==> src/pkg/pwm_seq_pkg.sv <==
// Package: constants and carrier types for the multi-channel PWM sequencer
package pwm_seq_pkg;
  // ****************************************
  // Widths and reset values
  // ****************************************
  localparam int CNT_W = 16;
  localparam logic [15:0] CNT_ZERO = 16'h0000;
  localparam logic [15:0] CNT_RESET = 16'hffff;
  localparam int SLAVE_N = 2;
  // Trigger bit positions within the start/stop trigger vectors
  localparam int TRG_MASTER = 0;
  localparam int TRG_SLAVE1 = 1;
  localparam int TRG_SLAVE2 = 2;
  localparam int TRG_W = 3;
  // Default prescaler divide (count clock = system clock / value)
  localparam int COUNT_DIV = 1;

  // ****************************************
  // Carrier types
  // ****************************************
  typedef struct packed {
    logic output_enable;
    logic output_mode_bit;
    logic output_level_bit;
    logic output_value;
  } slave_cfg_t;

  typedef enum logic [0:0] {
    SLAVE_IDLE = 1'b0,
    SLAVE_COUNT = 1'b1
  } slave_state_t;
endpackage : pwm_seq_pkg

==> src/logic/pwm_slave_channel.sv <==
// Slave channel: one-shot duty counter restarted by the master period event
`timescale 1ns/1ps
module pwm_slave_channel
  import pwm_seq_pkg::*;
#(
  parameter int W = CNT_W
) (
  input wire logic clk_sys_in,
  input wire logic nrst_in,
  input wire logic unit_on_in,
  input wire logic count_en_in,
  input wire logic running_in,
  input wire logic trigger_in,
  input wire logic [W-1:0] duty_value_in,
  input wire slave_cfg_t cfg_in,
  output logic [W-1:0] counter_out,
  output logic pin_out
);
  slave_state_t state;
  slave_state_t next_state;
  logic [W-1:0] next_counter;
  logic level;
  logic next_level;
  logic pin_value;
  wire logic at_zero = (counter_out == W'(0));
  wire logic step = running_in && count_en_in;

  // ****************************************
  // Counter and state
  // ****************************************
  // Trigger has priority so a period that ends in the same count as the duty restarts cleanly
  always_comb begin
    next_state = state;
    next_counter = counter_out;
    next_level = level;
    if (step && trigger_in) begin
      next_state = SLAVE_COUNT;
      next_counter = duty_value_in;
      next_level = (duty_value_in != W'(0));
    end else if (step) begin
      case (state)
        SLAVE_COUNT: begin
          if (at_zero) begin
            next_state = SLAVE_IDLE;
            next_level = 1'b0;
          end else begin
            next_counter = counter_out - W'(1);
            if (counter_out == W'(1)) begin
              next_level = 1'b0;
              next_state = SLAVE_IDLE;
            end
          end
        end
        default: begin
          next_state = SLAVE_IDLE;
        end
      endcase
    end
  end

  // Power-enable low puts every bit back to its reset value
  always_ff @(posedge clk_sys_in or negedge nrst_in) begin
    if (!nrst_in) begin
      state <= SLAVE_IDLE;
      counter_out <= W'(CNT_RESET);
      level <= 1'b0;
    end else if (!unit_on_in) begin
      state <= SLAVE_IDLE;
      counter_out <= W'(CNT_RESET);
      level <= 1'b0;
    end else begin
      state <= next_state;
      counter_out <= next_counter;
      level <= next_level;
    end
  end

  // ****************************************
  // Pin selection
  // ****************************************
  // Outside combination mode the counter level is not used
  wire logic gen_level = cfg_in.output_mode_bit ? level : 1'b0;
  wire logic shaped = gen_level ^ cfg_in.output_level_bit;
  assign pin_value = cfg_in.output_enable ? shaped : cfg_in.output_value;

  always_ff @(posedge clk_sys_in or negedge nrst_in) begin
    if (!nrst_in) begin
      pin_out <= 1'b0;
    end else if (!unit_on_in) begin
      pin_out <= 1'b0;
    end else begin
      pin_out <= pin_value;
    end
  end
endmodule : pwm_slave_channel

==> src/logic/multi_channel_pwm_sequencer.sv <==
// Top: master period channel, two slave duty channels and trigger handling
`timescale 1ns/1ps
// Functional notes
// - Start triggers self-clear after write
// - Start sets all three running flags
// - Master start raises period interrupt immediately
// - Master reloads period at zero, interrupts
// - Slave1 loads duty on period interrupt
// - Slave1 active one clock after interrupt
// - Slave1 inactive at zero, then halts
// - Slave2 behaves exactly like slave1
// - Counters readable at any time
// - Stop clears running flags, holds counts
// - Stop keeps slave output levels
// - Output enable low drives software value
// - Power-enable low resets everything, port mode
// - Level bit selects active high or low
// - Mode bit one selects combination mode
module multi_channel_pwm_sequencer
  import pwm_seq_pkg::*;
#(
  parameter int W = CNT_W,
  parameter int DIV = COUNT_DIV
) (
  input wire logic clk_sys_in,
  input wire logic nrst_in,
  input wire logic timer_unit_power_enable_in,
  input wire logic count_tick_in,
  input wire logic trigger_write_in,
  input wire logic [TRG_W-1:0] start_trigger_in,
  input wire logic [TRG_W-1:0] stop_trigger_in,
  input wire logic [W-1:0] master_period_value_in,
  input wire logic [W-1:0] slave1_duty_value_in,
  input wire logic [W-1:0] slave2_duty_value_in,
  input wire slave_cfg_t slave1_cfg_in,
  input wire slave_cfg_t slave2_cfg_in,
  output logic [TRG_W-1:0] channel_start_trigger_reg_out,
  output logic [TRG_W-1:0] running_flags_out,
  output logic [W-1:0] master_counter_out,
  output logic [W-1:0] slave1_counter_out,
  output logic [W-1:0] slave2_counter_out,
  output logic master_period_interrupt_out,
  output logic slave1_output_out,
  output logic slave2_output_out,
  output logic slave1_output_oe_out,
  output logic slave2_output_oe_out
);
  logic [TRG_W-1:0] running;
  logic [TRG_W-1:0] next_running;
  logic [W-1:0] next_master;
  logic start_pending;
  logic [15:0] div_cnt;
  logic div_pulse;

  // ****************************************
  // Count clock enable
  // ****************************************
  // Divider gives the count clock; an external tick can also gate it
  localparam logic [15:0] DIV_LAST = 16'(DIV - 1);
  assign div_pulse = (div_cnt == DIV_LAST) && count_tick_in;
  always_ff @(posedge clk_sys_in or negedge nrst_in) begin
    if (!nrst_in) begin
      div_cnt <= 16'h0000;
    end else if (!timer_unit_power_enable_in || div_pulse) begin
      div_cnt <= 16'h0000;
    end else if (count_tick_in) begin
      div_cnt <= div_cnt + 16'h0001;
    end
  end
  wire logic count_en = div_pulse;

  // ****************************************
  // Trigger decode
  // ****************************************
  // Zero bits are ignored, so only ones act; stop wins if both are written
  wire logic [TRG_W-1:0] start_hit = trigger_write_in ? start_trigger_in : '0;
  wire logic [TRG_W-1:0] stop_hit = trigger_write_in ? stop_trigger_in : '0;
  assign next_running = (running | start_hit) & ~stop_hit;
  wire logic master_start = start_hit[TRG_MASTER] && !stop_hit[TRG_MASTER];
  wire logic master_run = running[TRG_MASTER];
  wire logic master_zero = (master_counter_out == W'(0));

  // Trigger register never holds a value: it reads zero after the write cycle
  assign channel_start_trigger_reg_out = '0;
  assign running_flags_out = running;

  // ****************************************
  // Running flags and start pending
  // ****************************************
  always_ff @(posedge clk_sys_in or negedge nrst_in) begin
    if (!nrst_in) begin
      running <= '0;
      start_pending <= 1'b0;
    end else if (!timer_unit_power_enable_in) begin
      running <= '0;
      start_pending <= 1'b0;
    end else begin
      running <= next_running;
      if (master_start) begin
        start_pending <= 1'b1;
      end else if (!next_running[TRG_MASTER] || (master_run && count_en)) begin
        start_pending <= 1'b0;
      end
    end
  end

  // ****************************************
  // Master counter and period event
  // ****************************************
  // First count after start loads the period and fires the event at once
  wire logic period_event = master_run && count_en && (start_pending || master_zero);
  always_comb begin
    next_master = master_counter_out;
    if (period_event) begin
      next_master = master_period_value_in;
    end else if (master_run && count_en) begin
      next_master = master_counter_out - W'(1);
    end
  end

  always_ff @(posedge clk_sys_in or negedge nrst_in) begin
    if (!nrst_in) begin
      master_counter_out <= W'(CNT_RESET);
      master_period_interrupt_out <= 1'b0;
    end else if (!timer_unit_power_enable_in) begin
      master_counter_out <= W'(CNT_RESET);
      master_period_interrupt_out <= 1'b0;
    end else begin
      master_counter_out <= next_master;
      master_period_interrupt_out <= period_event;
    end
  end

  // ****************************************
  // Slave channels
  // ****************************************
  // Slaves start on the master event, not on their own start bits
  pwm_slave_channel #(.W(W)) u_slave1 (
    .clk_sys_in(clk_sys_in),
    .nrst_in(nrst_in),
    .unit_on_in(timer_unit_power_enable_in),
    .count_en_in(count_en),
    .running_in(running[TRG_SLAVE1]),
    .trigger_in(period_event),
    .duty_value_in(slave1_duty_value_in),
    .cfg_in(slave1_cfg_in),
    .counter_out(slave1_counter_out),
    .pin_out(slave1_output_out)
  );

  pwm_slave_channel #(.W(W)) u_slave2 (
    .clk_sys_in(clk_sys_in),
    .nrst_in(nrst_in),
    .unit_on_in(timer_unit_power_enable_in),
    .count_en_in(count_en),
    .running_in(running[TRG_SLAVE2]),
    .trigger_in(period_event),
    .duty_value_in(slave2_duty_value_in),
    .cfg_in(slave2_cfg_in),
    .counter_out(slave2_counter_out),
    .pin_out(slave2_output_out)
  );

  // Pins fall back to port mode while the unit is powered off
  always_ff @(posedge clk_sys_in or negedge nrst_in) begin
    if (!nrst_in) begin
      slave1_output_oe_out <= 1'b0;
      slave2_output_oe_out <= 1'b0;
    end else begin
      slave1_output_oe_out <= timer_unit_power_enable_in;
      slave2_output_oe_out <= timer_unit_power_enable_in;
    end
  end
endmodule : multi_channel_pwm_sequencer

==> config.mk <==
export PLATFORM = sky130hd
export DESIGN_NAME = multi_channel_pwm_sequencer
export DESIGN_NICKNAME = d
export VERILOG_FILES = /design/src/pkg/pwm_seq_pkg.sv /design/src/logic/pwm_slave_channel.sv /design/src/logic/multi_channel_pwm_sequencer.sv
export SDC_FILE = /design/constraint.sdc
export NUM_CORES = 1
export LEC_CHECK = 0
export ABC_AREA = 1
export BUFFER_PORTS_ARGS = -buffer_cell sky130_fd_sc_hd__buf_2
export CORE_MARGIN = 1.5
export CORE_UTILIZATION = 50
export DETAILED_ROUTE_END_ITERATION = 10
export GPL_TIMING_DRIVEN = 0
export HOLD_SLACK_MARGIN = 0.08
export PLACE_DENSITY = 0.8
export SETUP_SLACK_MARGIN = 0.3
export SYNTH_ARGS = -nofsm -noshare
export SYNTH_HDL_FRONTEND = slang
export SYNTH_SLANG_ARGS = --single-unit
export TNS_END_PERCENT = 1
==> constraint.sdc <==
create_clock -name clk_sys_in -period 4.4 [get_ports clk_sys_in]
set_input_delay 0.88 -clock clk_sys_in [delete_from_list [all_inputs] [get_ports clk_sys_in]]
set_output_delay 0.88 -clock clk_sys_in [all_outputs]
set_load 0.01 [all_outputs]
# Word-level counts from Yosys, hierarchy flattened
# Cells that the tools add are included.
[word_totals] elab_cells=112 out_inout_bits=59 register_bits=76 input_bits=67
[op_classes] bitwise=5 add_sub_neg=4 n_eq_ne=12 n_reduce_logical=25 mux=52
[ops] operator="$mux 16" count=15
[ops] operator="$logic_not 16->1" count=4
[ops] operator="$sub 16x1->16 const B" count=3
[ops] operator="$mux 1" count=34
[ops] operator="$eq 16x1->1 const B" count=2
[ops] operator="$reduce_bool 16->1" count=2
[ops] operator="$ne 3x1->1 const B" count=6
[ops] operator="$add 16x1->16 const B" count=1
[ops] operator="$reduce_and 3->1" count=4
[ops] operator="$mux 3" count=3
[ops] operator="$logic_and 1x1->1" count=8
[ops] operator="$ne 4x1->1 const B" count=2
[ops] operator="$ne 3x3->1 const B" count=2
[ops] operator="$and 3x3->3" count=1
[ops] operator="$logic_not 1->1" count=3
[ops] operator="$logic_or 1x1->1" count=3
[ops] operator="$not 3->3" count=1
[ops] operator="$or 3x3->3" count=1
[ops] operator="$reduce_bool 2->1" count=1
[ops] operator="$xor 1x1->1" count=2

# Longest topological paths before layout
# Gate-level depths: netlist of run 1.
[depth] depth_word=8 mapped_depth=16 depth_no_buf=15

# Cells and area by module
# Synthesis of run 1 repeated with hierarchy kept, for this count alone.
[unflattened] hier_cells=805 area_unflattened_um2=5397.7
[by_module_without_submodules] mod="multi_channel_pwm_sequencer" seq_area_each_um2=970.9 n_inst=1 cells_per_inst=355 area_per_inst_um2=2486.1
[by_module_without_submodules] mod="pwm_slave_channel at u_slave2" seq_area_each_um2=495.5 n_inst=1 cells_per_inst=225 area_per_inst_um2=1465.2
[by_module_without_submodules] mod="pwm_slave_channel at u_slave1" seq_area_each_um2=495.5 n_inst=1 cells_per_inst=225 area_per_inst_um2=1446.4

# Least setup slack after synthesis of run 1
# No wires, ideal clock.
[synth_timing] path_type="input to register" from="in count_tick_in" to="reg u_slave2.counter_out[15]" t_arrival_ps=1979 stages=14 setup_ps=77 path_slack_ps=2345 path_buffers=1 path_cell_list="inv_2 nor2_2 nand2_2 nor2_4 nand2_4 nor2_8 nand2_4 nand2_2 nand2_2 nand2_4 nand2_4 buf_6 nand2_1 nand2_1"
[synth_via] elab_chain_len=6 word_cells_on_any_way=11 cone_classes="eq/ne: 3; mux: 2; reduce/logical: 6"
[synth_rtl] item="from (decl)" line="multi_channel_pwm_sequencer.sv:28" rtl="input wire logic count_tick_in,"
[synth_rtl] item="$logic_and 1x1->1 *" line="multi_channel_pwm_sequencer.sv:60" rtl="assign div_pulse = (div_cnt == DIV_LAST) && count_tick_in;"
[synth_rtl] item="$logic_and 1x1->1 (2 in series)" line="multi_channel_pwm_sequencer.sv:111" rtl="wire logic period_event = master_run && count_en && (start_pending || master_zero);"
[synth_rtl] item="$logic_and 1x1->1" line="pwm_slave_channel.sv:36" rtl="if (step && trigger_in) begin"
[synth_rtl] item="$ne 3x3->1 (no line) (tied with other cells)"
[synth_rtl] item="$reduce_and 3->1 (no line) or $mux 16 (tied branches)"
[synth_rtl] item="to (signal assigned)" line="pwm_slave_channel.sv:65" rtl="counter_out <= W'(CNT_RESET);"
[synth_rtl] item="to (signal assigned)" line="pwm_slave_channel.sv:69" rtl="counter_out <= W'(CNT_RESET);"
[synth_rtl] item="to (signal assigned)" line="pwm_slave_channel.sv:73" rtl="counter_out <= next_counter;"
[synth_rtl] item="to (decl)" line="pwm_slave_channel.sv:16" rtl="output logic [W-1:0] counter_out,"
# Every way passes the cells marked *; elsewhere a longest branch is shown, timed or not.
# A chain may end at the register's enable or synchronous reset.

# Final worst setup path of run 1
[layout_timing] from="in timer_unit_power_enable_in" to="reg u_slave2.state"
[layout_via] elab_chain_len=1 word_cells_on_any_way=2 cone_classes="eq/ne: 1; mux: 1"
[layout_rtl] item="from (decl)" line="multi_channel_pwm_sequencer.sv:27" rtl="input wire logic timer_unit_power_enable_in,"
[layout_rtl] item="$ne 3x1->1 (no line) or $mux 1 (tied branches)"
[layout_rtl] item="to (signal assigned)" line="pwm_slave_channel.sv:72" rtl="state <= next_state;"
[layout_rtl] item="to (decl)" line="pwm_slave_channel.sv:19" rtl="slave_state_t state;"
# Several ways; a longest one is shown, not always the timed one.

==> qor.yml, run 1 <==
status: "complete, no violations"
power_mw: 1.808
final_cell_mix: "nand2_1 (215), buf_2 (130), nor2_1 (100)"
min_path_type: "primary input to asynchronous set/reset pin"
reg2regPathDepth: 10
r2r_slack_ns: 2.16
layout.nets: 989
fmax_ghz: 0.4438
grt_pass1_vias: 5170
cp_max_fo: 10
pwr-share-clk: 0.333
area_growth_pct: 19.00
max-vdd-ir-drop_uv: 197.0
cts-hold-fix-buffers: 0
grt_max_degree: 47
ys_ff_latch: 76
grt_setup_unrepaired: "no"
clkSinkCount: 76
dieHeight_microns: 107.4
netlist_instances: 777
cts_tree: "built"
critical_path_arrival_ns: 2.52
die_w_microns: 107.4
drc_errors: 0
multi_input_area_sq_mm: 0.003042
final.fill_count: 1007
grtUsageTotal: 0.2672
tightest_slew_ns: 0.6507
clockRootBuffer: "clkbuf_8"
r2r-end: "master_counter_out[7]"
synth_top_area_frac: 0.2316
wl_mm: 14.87
end_kind: "flop"
hpwl_mm: 11.26
synth_area_leader_cell: "dfstp_2"
whs_ns: 0.4636
finalHoldViolations: 0
instances_no_fill: 1054
antenna_left: 0
max_cap_violations: 0
leakage_nw: 3.169
start_util: 0.5204
dpl.cell_count: 1038
finalCriticalPeriod_ns: 2.253
postCtsResizedCells: 0
netlist_area_sq_mm: 0.005445
grt_pass1_wl_mm: 24.44
startpoint_type: "primary input"
core_sq_mm: 0.01046
finalSetupViolations: 0
dr_total_vias: 5551
synth_cell_types: 41
final_core_util: 0.6193
seq_power_share: 0.459
synthTopCellsByArea: "dfstp_2 (23%), nand2_1 (15%), dfrtp_1 (13%), nand3_1 (7.5%), nor2_1 (6.9%)"
p_sw_frac: 0.3066
grt_antenna_before_repair: 0
drt-initial-drc-count: 416
clockBufferDepth: 2
fin_ws_ns: 2.147
yosysSeqAreaShare: 0.3603
critical_path_class: "primary input to flop"
yosysWarnings: 0
fin_tns_setup_ns: 0
final_design_area_no_fill_sq_mm: 0.006480
power.density_mw_per_mm2: 279.0
clk_pin_slew_ns: 0.08
ff_latch_area_sq_mm: 0.001962
port_buffers: 122
finClkSkew_ns: 0.01369
comb_power_share: 0.208
rows: 37
post-place-ws_ns: 1.726
period_share: 0.5121
n_antenna_cell: 0
via_per_inst: 5.267
clk_latency_ns: 0.36
cts-buffers-inserted: 9
reg2reg_from: "master_counter_out[0]"
drv_slew: 0
grt_overflow_total: 0
placed_area_sq_mm: 0.006264
gp_congestion: 0.9336
drive_above_1_share: 0.2647
postCtsSetupBuffers: 0
p_sw_uw: 554.2
io_pins: 126
avgRoutedWirePerCell_microns: 14.11
dr.pass1.iters: 5
slew_headroom: 0.5622
layout_commonest_cell: "nand2_1"
required_ns: 4.66
synth_area_per_cell_sq_um: 7.008
p_int_mw: 1.253
die-area_sq_mm: 0.01153
ctsHtreeMaxLevel: 3
[synthesized netlist by cell type]
cell	n
o21ai_1	8
xnor2_1	13
inv_2	3
inv_4	1
nand2_4	5
dfrtp_1	28
a31oi_1	2
ha_1	9
nor2_2	3
buf_6	4
nor2_1	100
o21ai_0	28
buf_1	1
o211ai_1	3
nor3b_1	2
or2_2	2
xor2_1	23
nand4_1	24
nor4_1	8
o31ai_1	1
nor2_4	1
o21ai_2	5
or3_1	1
dfstp_2	48
nor3_1	12
nand3_1	82
nand3b_1	3
nor2_8	2
o22ai_1	1
conb_1	1
a21oi_1	31
buf_4	9
a211oi_1	2
nand2_2	8
o21bai_1	1
clkbuf_1	6
nor3_4	1
nand2_1	215
nand3_2	5
inv_1	66
buf_2	9
[layer usage]
layer	global-route usage	share of wire
met1	0.3633	0.46
met5	0	0
met3	0.04116	0.061
met2	0.4386	0.46
met4	0.08271	0.016
[registers in the layout (all words and copies together) (netlist names)]
register	cells
div_cnt	16
master_counter_out	16
master_period_interrupt_out	1
running_flags_out	3
slave2_output_oe_out	1
start_pending	1
u_slave1.counter_out	16
u_slave1.level	1
u_slave1.pin_out	1
u_slave1.state	1
u_slave2.counter_out	16
u_slave2.level	1
u_slave2.pin_out	1
u_slave2.state	1
[kinds of logic (layout without fill, tap and decap cells)]
group | count (synthesis) | after routing | share of synthesized area
XOR/XNOR | 36 | 36 | 0.05790
buffers and inverters | 99 | 238 | 0.08249
AO/OA/AOI/OAI | 82 | 82 | 0.08272
AND/OR/NAND/NOR | 474 | 474 | 0.3952
other | 1 | 3 | 0.0006887
adder cells (fa/ha/maj) | 9 | 9 | 0.02068
flip-flops | 76 | 76 | 0.3603
[how the worst max path moves through the flow]
stage,cells past startpoint,endpoint,from
after floorplan,14,u_slave2.counter_out[15],count_tick_in
after global placement,6,u_slave2.state,timer_unit_power_enable_in
after global routing,10,master_counter_out[7],master_counter_out[0]
final,6,u_slave2.state,timer_unit_power_enable_in
after CTS,6,u_slave2.state,timer_unit_power_enable_in
after detailed placement,6,u_slave2.state,timer_unit_power_enable_in
[critical path: stages]
cell and delay [ns]:
buf_2 0.08, buf_2 0.23, buf_1 0.48, clkbuf_1 0.49, o21ai_0 0.17, a31oi_1 0.19
[area by class of cell]
cell class,instances,share of cell area
multi-input cells,604,0.4694
flip-flops and latches,76,0.3028
repair buffers,123,0.09886
inverters,70,0.04093
plain buffers,29,0.02838
well taps,136,0.02626
clock buffers,12,0.02240
clock inverters,4,0.01101
[power by group through the flow]
stage / clock (mW) / sequential [mW] / combinational (mW)
6_report: 0.602 / 0.830 / 0.375
3_5_place_dp: 0 / 0.841 / 0.373
4_1_cts: 0.614 / 0.830 / 0.376
2_1_floorplan: 0 / 0.847 / 0.213
3_3_place_gp: 0 / 0.840 / 0.365
5_1_grt: 0.647 / 0.838 / 0.424
Note: power is estimated with default switching activity, not from simulation.
==> run 2, diff against run 1 <==
--- a/config.mk
+++ b/config.mk
@@ -5,14 +5,14 @@
 export SDC_FILE = /design/constraint.sdc
 export NUM_CORES = 1
 export LEC_CHECK = 0
-export ABC_AREA = 1
+export ABC_AREA = 0
 export BUFFER_PORTS_ARGS = -buffer_cell sky130_fd_sc_hd__buf_2
 export CORE_MARGIN = 1.5
 export CORE_UTILIZATION = 50
 export DETAILED_ROUTE_END_ITERATION = 10
 export GPL_TIMING_DRIVEN = 0
 export HOLD_SLACK_MARGIN = 0.08
-export PLACE_DENSITY = 0.8
+export PLACE_DENSITY = 0.81
 export SETUP_SLACK_MARGIN = 0.3
 export SYNTH_ARGS = -nofsm -noshare
 export SYNTH_HDL_FRONTEND = slang
==> constraint.sdc (replaced) <==
create_clock -name clk_sys_in -period 2.1 [get_ports clk_sys_in]
set_input_delay 0.42 -clock clk_sys_in [delete_from_list [all_inputs] [get_ports clk_sys_in]]
set_output_delay 0.42 -clock clk_sys_in [all_outputs]
set_load 0.01 [all_outputs]
==> qor.yml, run 2 <==
status: "complete, but fails checks"  # was complete, no violations
failed_checks: "negative setup slack"
layout_commonest_cell: "buf_2"  # was nand2_1
grt_overflow_total: 0  # unchanged
ff_latch_area_sq_mm: 0.001963  # was 0.001962 sq mm
reg2reg_from: "div_cnt[13]"  # was master_counter_out[0]
min_path_type: "primary input to flop"  # was primary input to asynchronous set/reset pin
critical_path_class: "flop to flop"  # was primary input to flop
synth_top_area_frac: 0.2558  # was 0.2316
slew_headroom: 0.4864  # was 0.5622
core_sq_mm: 0.009684  # was 0.01046 sq mm
wl_met1_mm: 6.558  # was 6.845 mm
max-vdd-ir-drop_uv: 370.7  # was 197.0 uV
max_cap_violations: 0  # unchanged
yosysMostFrequentCell: "nor2_1"  # was nand2_1
cts-buffers-inserted: 9  # unchanged
avgRoutedWirePerCell_microns: 18.01  # was 14.11 microns
die-area_sq_mm: 0.01047  # was 0.01153 sq mm
drc_errors: 0  # unchanged
startpoint_type: "flop"  # was primary input
die_w_microns: 102.3  # was 107.4 microns
hold_path_end: "u_slave1.pin_out"
drt-initial-drc-count: 410  # was 416
ctsHtreeMaxLevel: 3  # unchanged
grt_setup_unrepaired: "yes"  # was no
netlist_instances: 572  # was 777
wl_mm: 15.44  # was 14.87 mm
clockRootBuffer: "clkbuf_8"  # unchanged
cts_tree: "built"  # unchanged
final_cell_mix: "buf_2 (121), nor2_1 (69), dfstp_2 (48)"  # was nand2_1 (215), buf_2 (130), nor2_1 (100)
via_per_inst: 6.118  # was 5.267
period_share: 1.209
synth_edf_count: 0  # unchanged
fmax_ghz: 0.3939
min_from: "slave1_cfg_in[3]"
grt_max_degree: 74  # was 47
clk_latency_ns: 0.35  # was 0.36 ns
clockBufferDepth: 2  # unchanged
n_antenna_cell: 0  # unchanged
dr_wl_met2_mm: 7.072  # was 6.883 mm
fin_ws_ns: -0.4386  # was 2.147 ns
io_pins: 126  # unchanged
hpwl_mm: 10.97  # was 11.26 mm
tightest_slew_ns: 0.7634  # was 0.6507 ns
leakage_nw: 2.492  # was 3.169 nW
power.density_mw_per_mm2: 454.0  # was 279.0 mW/mm^2
synth_cell_types: 71  # was 41
required_ns: 2.38  # was 4.66 ns
netlist_area_sq_mm: 0.004931  # was 0.005445 sq mm
finClkSkew_ns: 0.009760  # was 0.01369 ns
final.fill_count: 816  # was 1,007
grt_pass1_vias: 4966  # was 5,170
finalCriticalPeriod_ns: 2.539
gp_congestion: 0.9329  # was 0.9336
clk_pin_slew_ns: 0.09  # was 0.08 ns
layout.nets: 795  # was 989
start_util: 0.5092  # was 0.5204
synth_commonest_cells: "nor2_1 (73), dfstp_2 (48), nand2_1 (47)"  # was nand2_1 (215), nor2_1 (100), nand3_1 (82)
grt_antenna_before_repair: 0  # unchanged
finalHoldViolations: 0  # unchanged
dr.max_layer_used: "met4"  # unchanged
drive_above_1_share: 0.3743  # was 0.2647
critical_path_arrival_ns: 2.82  # was 2.52 ns
r2r-end: "u_slave1.counter_out[15]"  # was master_counter_out[7]
dr.pass1.iters: 5  # unchanged
r2r_slack_ns: -0.44  # was 2.16 ns
fin_tns_setup_ns: -15.37  # was 0 ns
drv_slew: 0  # unchanged
synth_area_leader_cell: "dfstp_2"  # unchanged
multi_input_area_sq_mm: 0.002920  # was 0.003042 sq mm
end_kind: "flop"  # unchanged
hold_depth: 2
whs_ns: 0.2477  # was 0.4636 ns
grt_pass1_wl_mm: 24.58  # was 24.44 mm
yosysSeqAreaShare: 0.3979  # was 0.3603
finalSetupViolations: 64  # was 0
yosysWarnings: 0  # unchanged
reg2regPathDepth: 7  # was 10
dieHeight_microns: 102.3  # was 107.4 microns
antenna_left: 0  # unchanged
ys_async_sr_fraction: 1.000  # unchanged
met3WireLength_mm: 1.233  # was 910 microns
final_core_util: 0.6510  # was 0.6193
dr_total_vias: 5243  # was 5,551
synth_area_per_cell_sq_um: 8.621  # was 7.008 sq um
ys_ff_latch: 76  # unchanged
grtUsageTotal: 0.3018  # was 0.2672
area_growth_pct: 27.86  # was 19.00%
clkSinkCount: 76  # unchanged
synth_top_flop_cell: "dfstp_2"  # unchanged
synthTopCellsByArea: "dfstp_2 (26%), dfrtp_1 (14%), nor2_1 (5.6%), nand2_1 (3.6%), o21ai_0 (3.6%)"  # was dfstp_2 (23%), nand2_1 (15%), dfrtp_1 (13%), nand3_1 (7.5%), nor2_1 (6.9%)
port_buffers: 121  # was 122
cp_max_fo: 7  # was 10
rows: 36  # was 37
run 2: critical path, cell delays in order (launching register included):
cell and delay [ns]:
dfrtp_1 0.39, or4_4 0.57, or4_4 0.59, a2111oi_4 0.28, buf_4 0.21, nand3b_1 0.10, xor2_1 0.17, o211ai_1 0.15
run 2: stage by stage:
step | power (mW) | worst slack [ns] | cell area [sq um] | std cells
after floorplan | 1.633 | -0.3166 | 4956 | 574
after global placement | 1.789 | -0.8211 | 5728 | 828
after detailed placement | 1.801 | -0.9154 | 5758 | 829
after CTS | 2.873 | -0.4508 | 6238 | 856
after global routing | 2.968 | -0.5706 | 6305 | 857
final | 2.862 | -0.4386 | 6305 | 857
run 2: what timing repair did:
| item | CTS | global route |
|---|---|---|
| hold endpoints to repair | 3 | 0 |
| pin swaps | 14 | 7 |
| hold buffers | 1 | 0 |
| gates resized for setup | 71 | 26 |
| setup endpoints to repair | 70 | 70 |
| buffers inserted | 10 | 1 |
run 2: cell type report:
| class | instances | area share |
|---|---|---|
| multi-input combinational | 446 | 0.4632 |
| sequential | 76 | 0.3114 |
| timing repair buffer | 134 | 0.1175 |
| buffer | 31 | 0.04108 |
| tap | 133 | 0.02639 |
| clock buffer | 10 | 0.02183 |
| inverter | 21 | 0.01250 |
| clock inverter | 6 | 0.006152 |
run 2: per-layer routing:
metal | vias up | track usage
met3 | 47 | 0.04104
met2 | 285 | 0.4794
li1 | 2414 | -
met4 | 0 | 0.1212
met5 | - | 0
met1 | 2497 | 0.4181
run 2: kinds of logic (layout without fill, tap and decap cells):
kind of cell    Yosys count  after routing  synth area share
fa+ha+maj                 9              9           0.02284
simple gates            250            250            0.2654
xor+xnor                 22             22           0.03908
mux                      12             12           0.02614
other cells               1              3         0.0007605
flops                    76             76            0.3979
compound gates          150            150            0.2022
buf+inv                  52            202           0.04567
run 2: worst max-delay path by stage:
stage	start	endpoint	cells past startpoint
floorplan	count_tick_in	u_slave1.counter_out[14]	7
global placement	div_cnt[0]	u_slave1.counter_out[0]	9
detailed placement	div_cnt[0]	u_slave1.counter_out[0]	9
CTS	div_cnt[12]	u_slave1.counter_out[11]	7
global route	div_cnt[1]	u_slave1.counter_out[4]	10
finish	div_cnt[13]	u_slave1.counter_out[15]	7
run 2: power by group:
| part | internal [mW] | total [mW] | switching [mW] |
|---|---|---|---|
| clock network | 0.460 | 1.06 | 0.597 |
| logic | 0.124 | 0.312 | 0.188 |
| registers | 1.48 | 1.49 | 0.0120 |
| total | 2.07 | 2.86 | 0.797 |
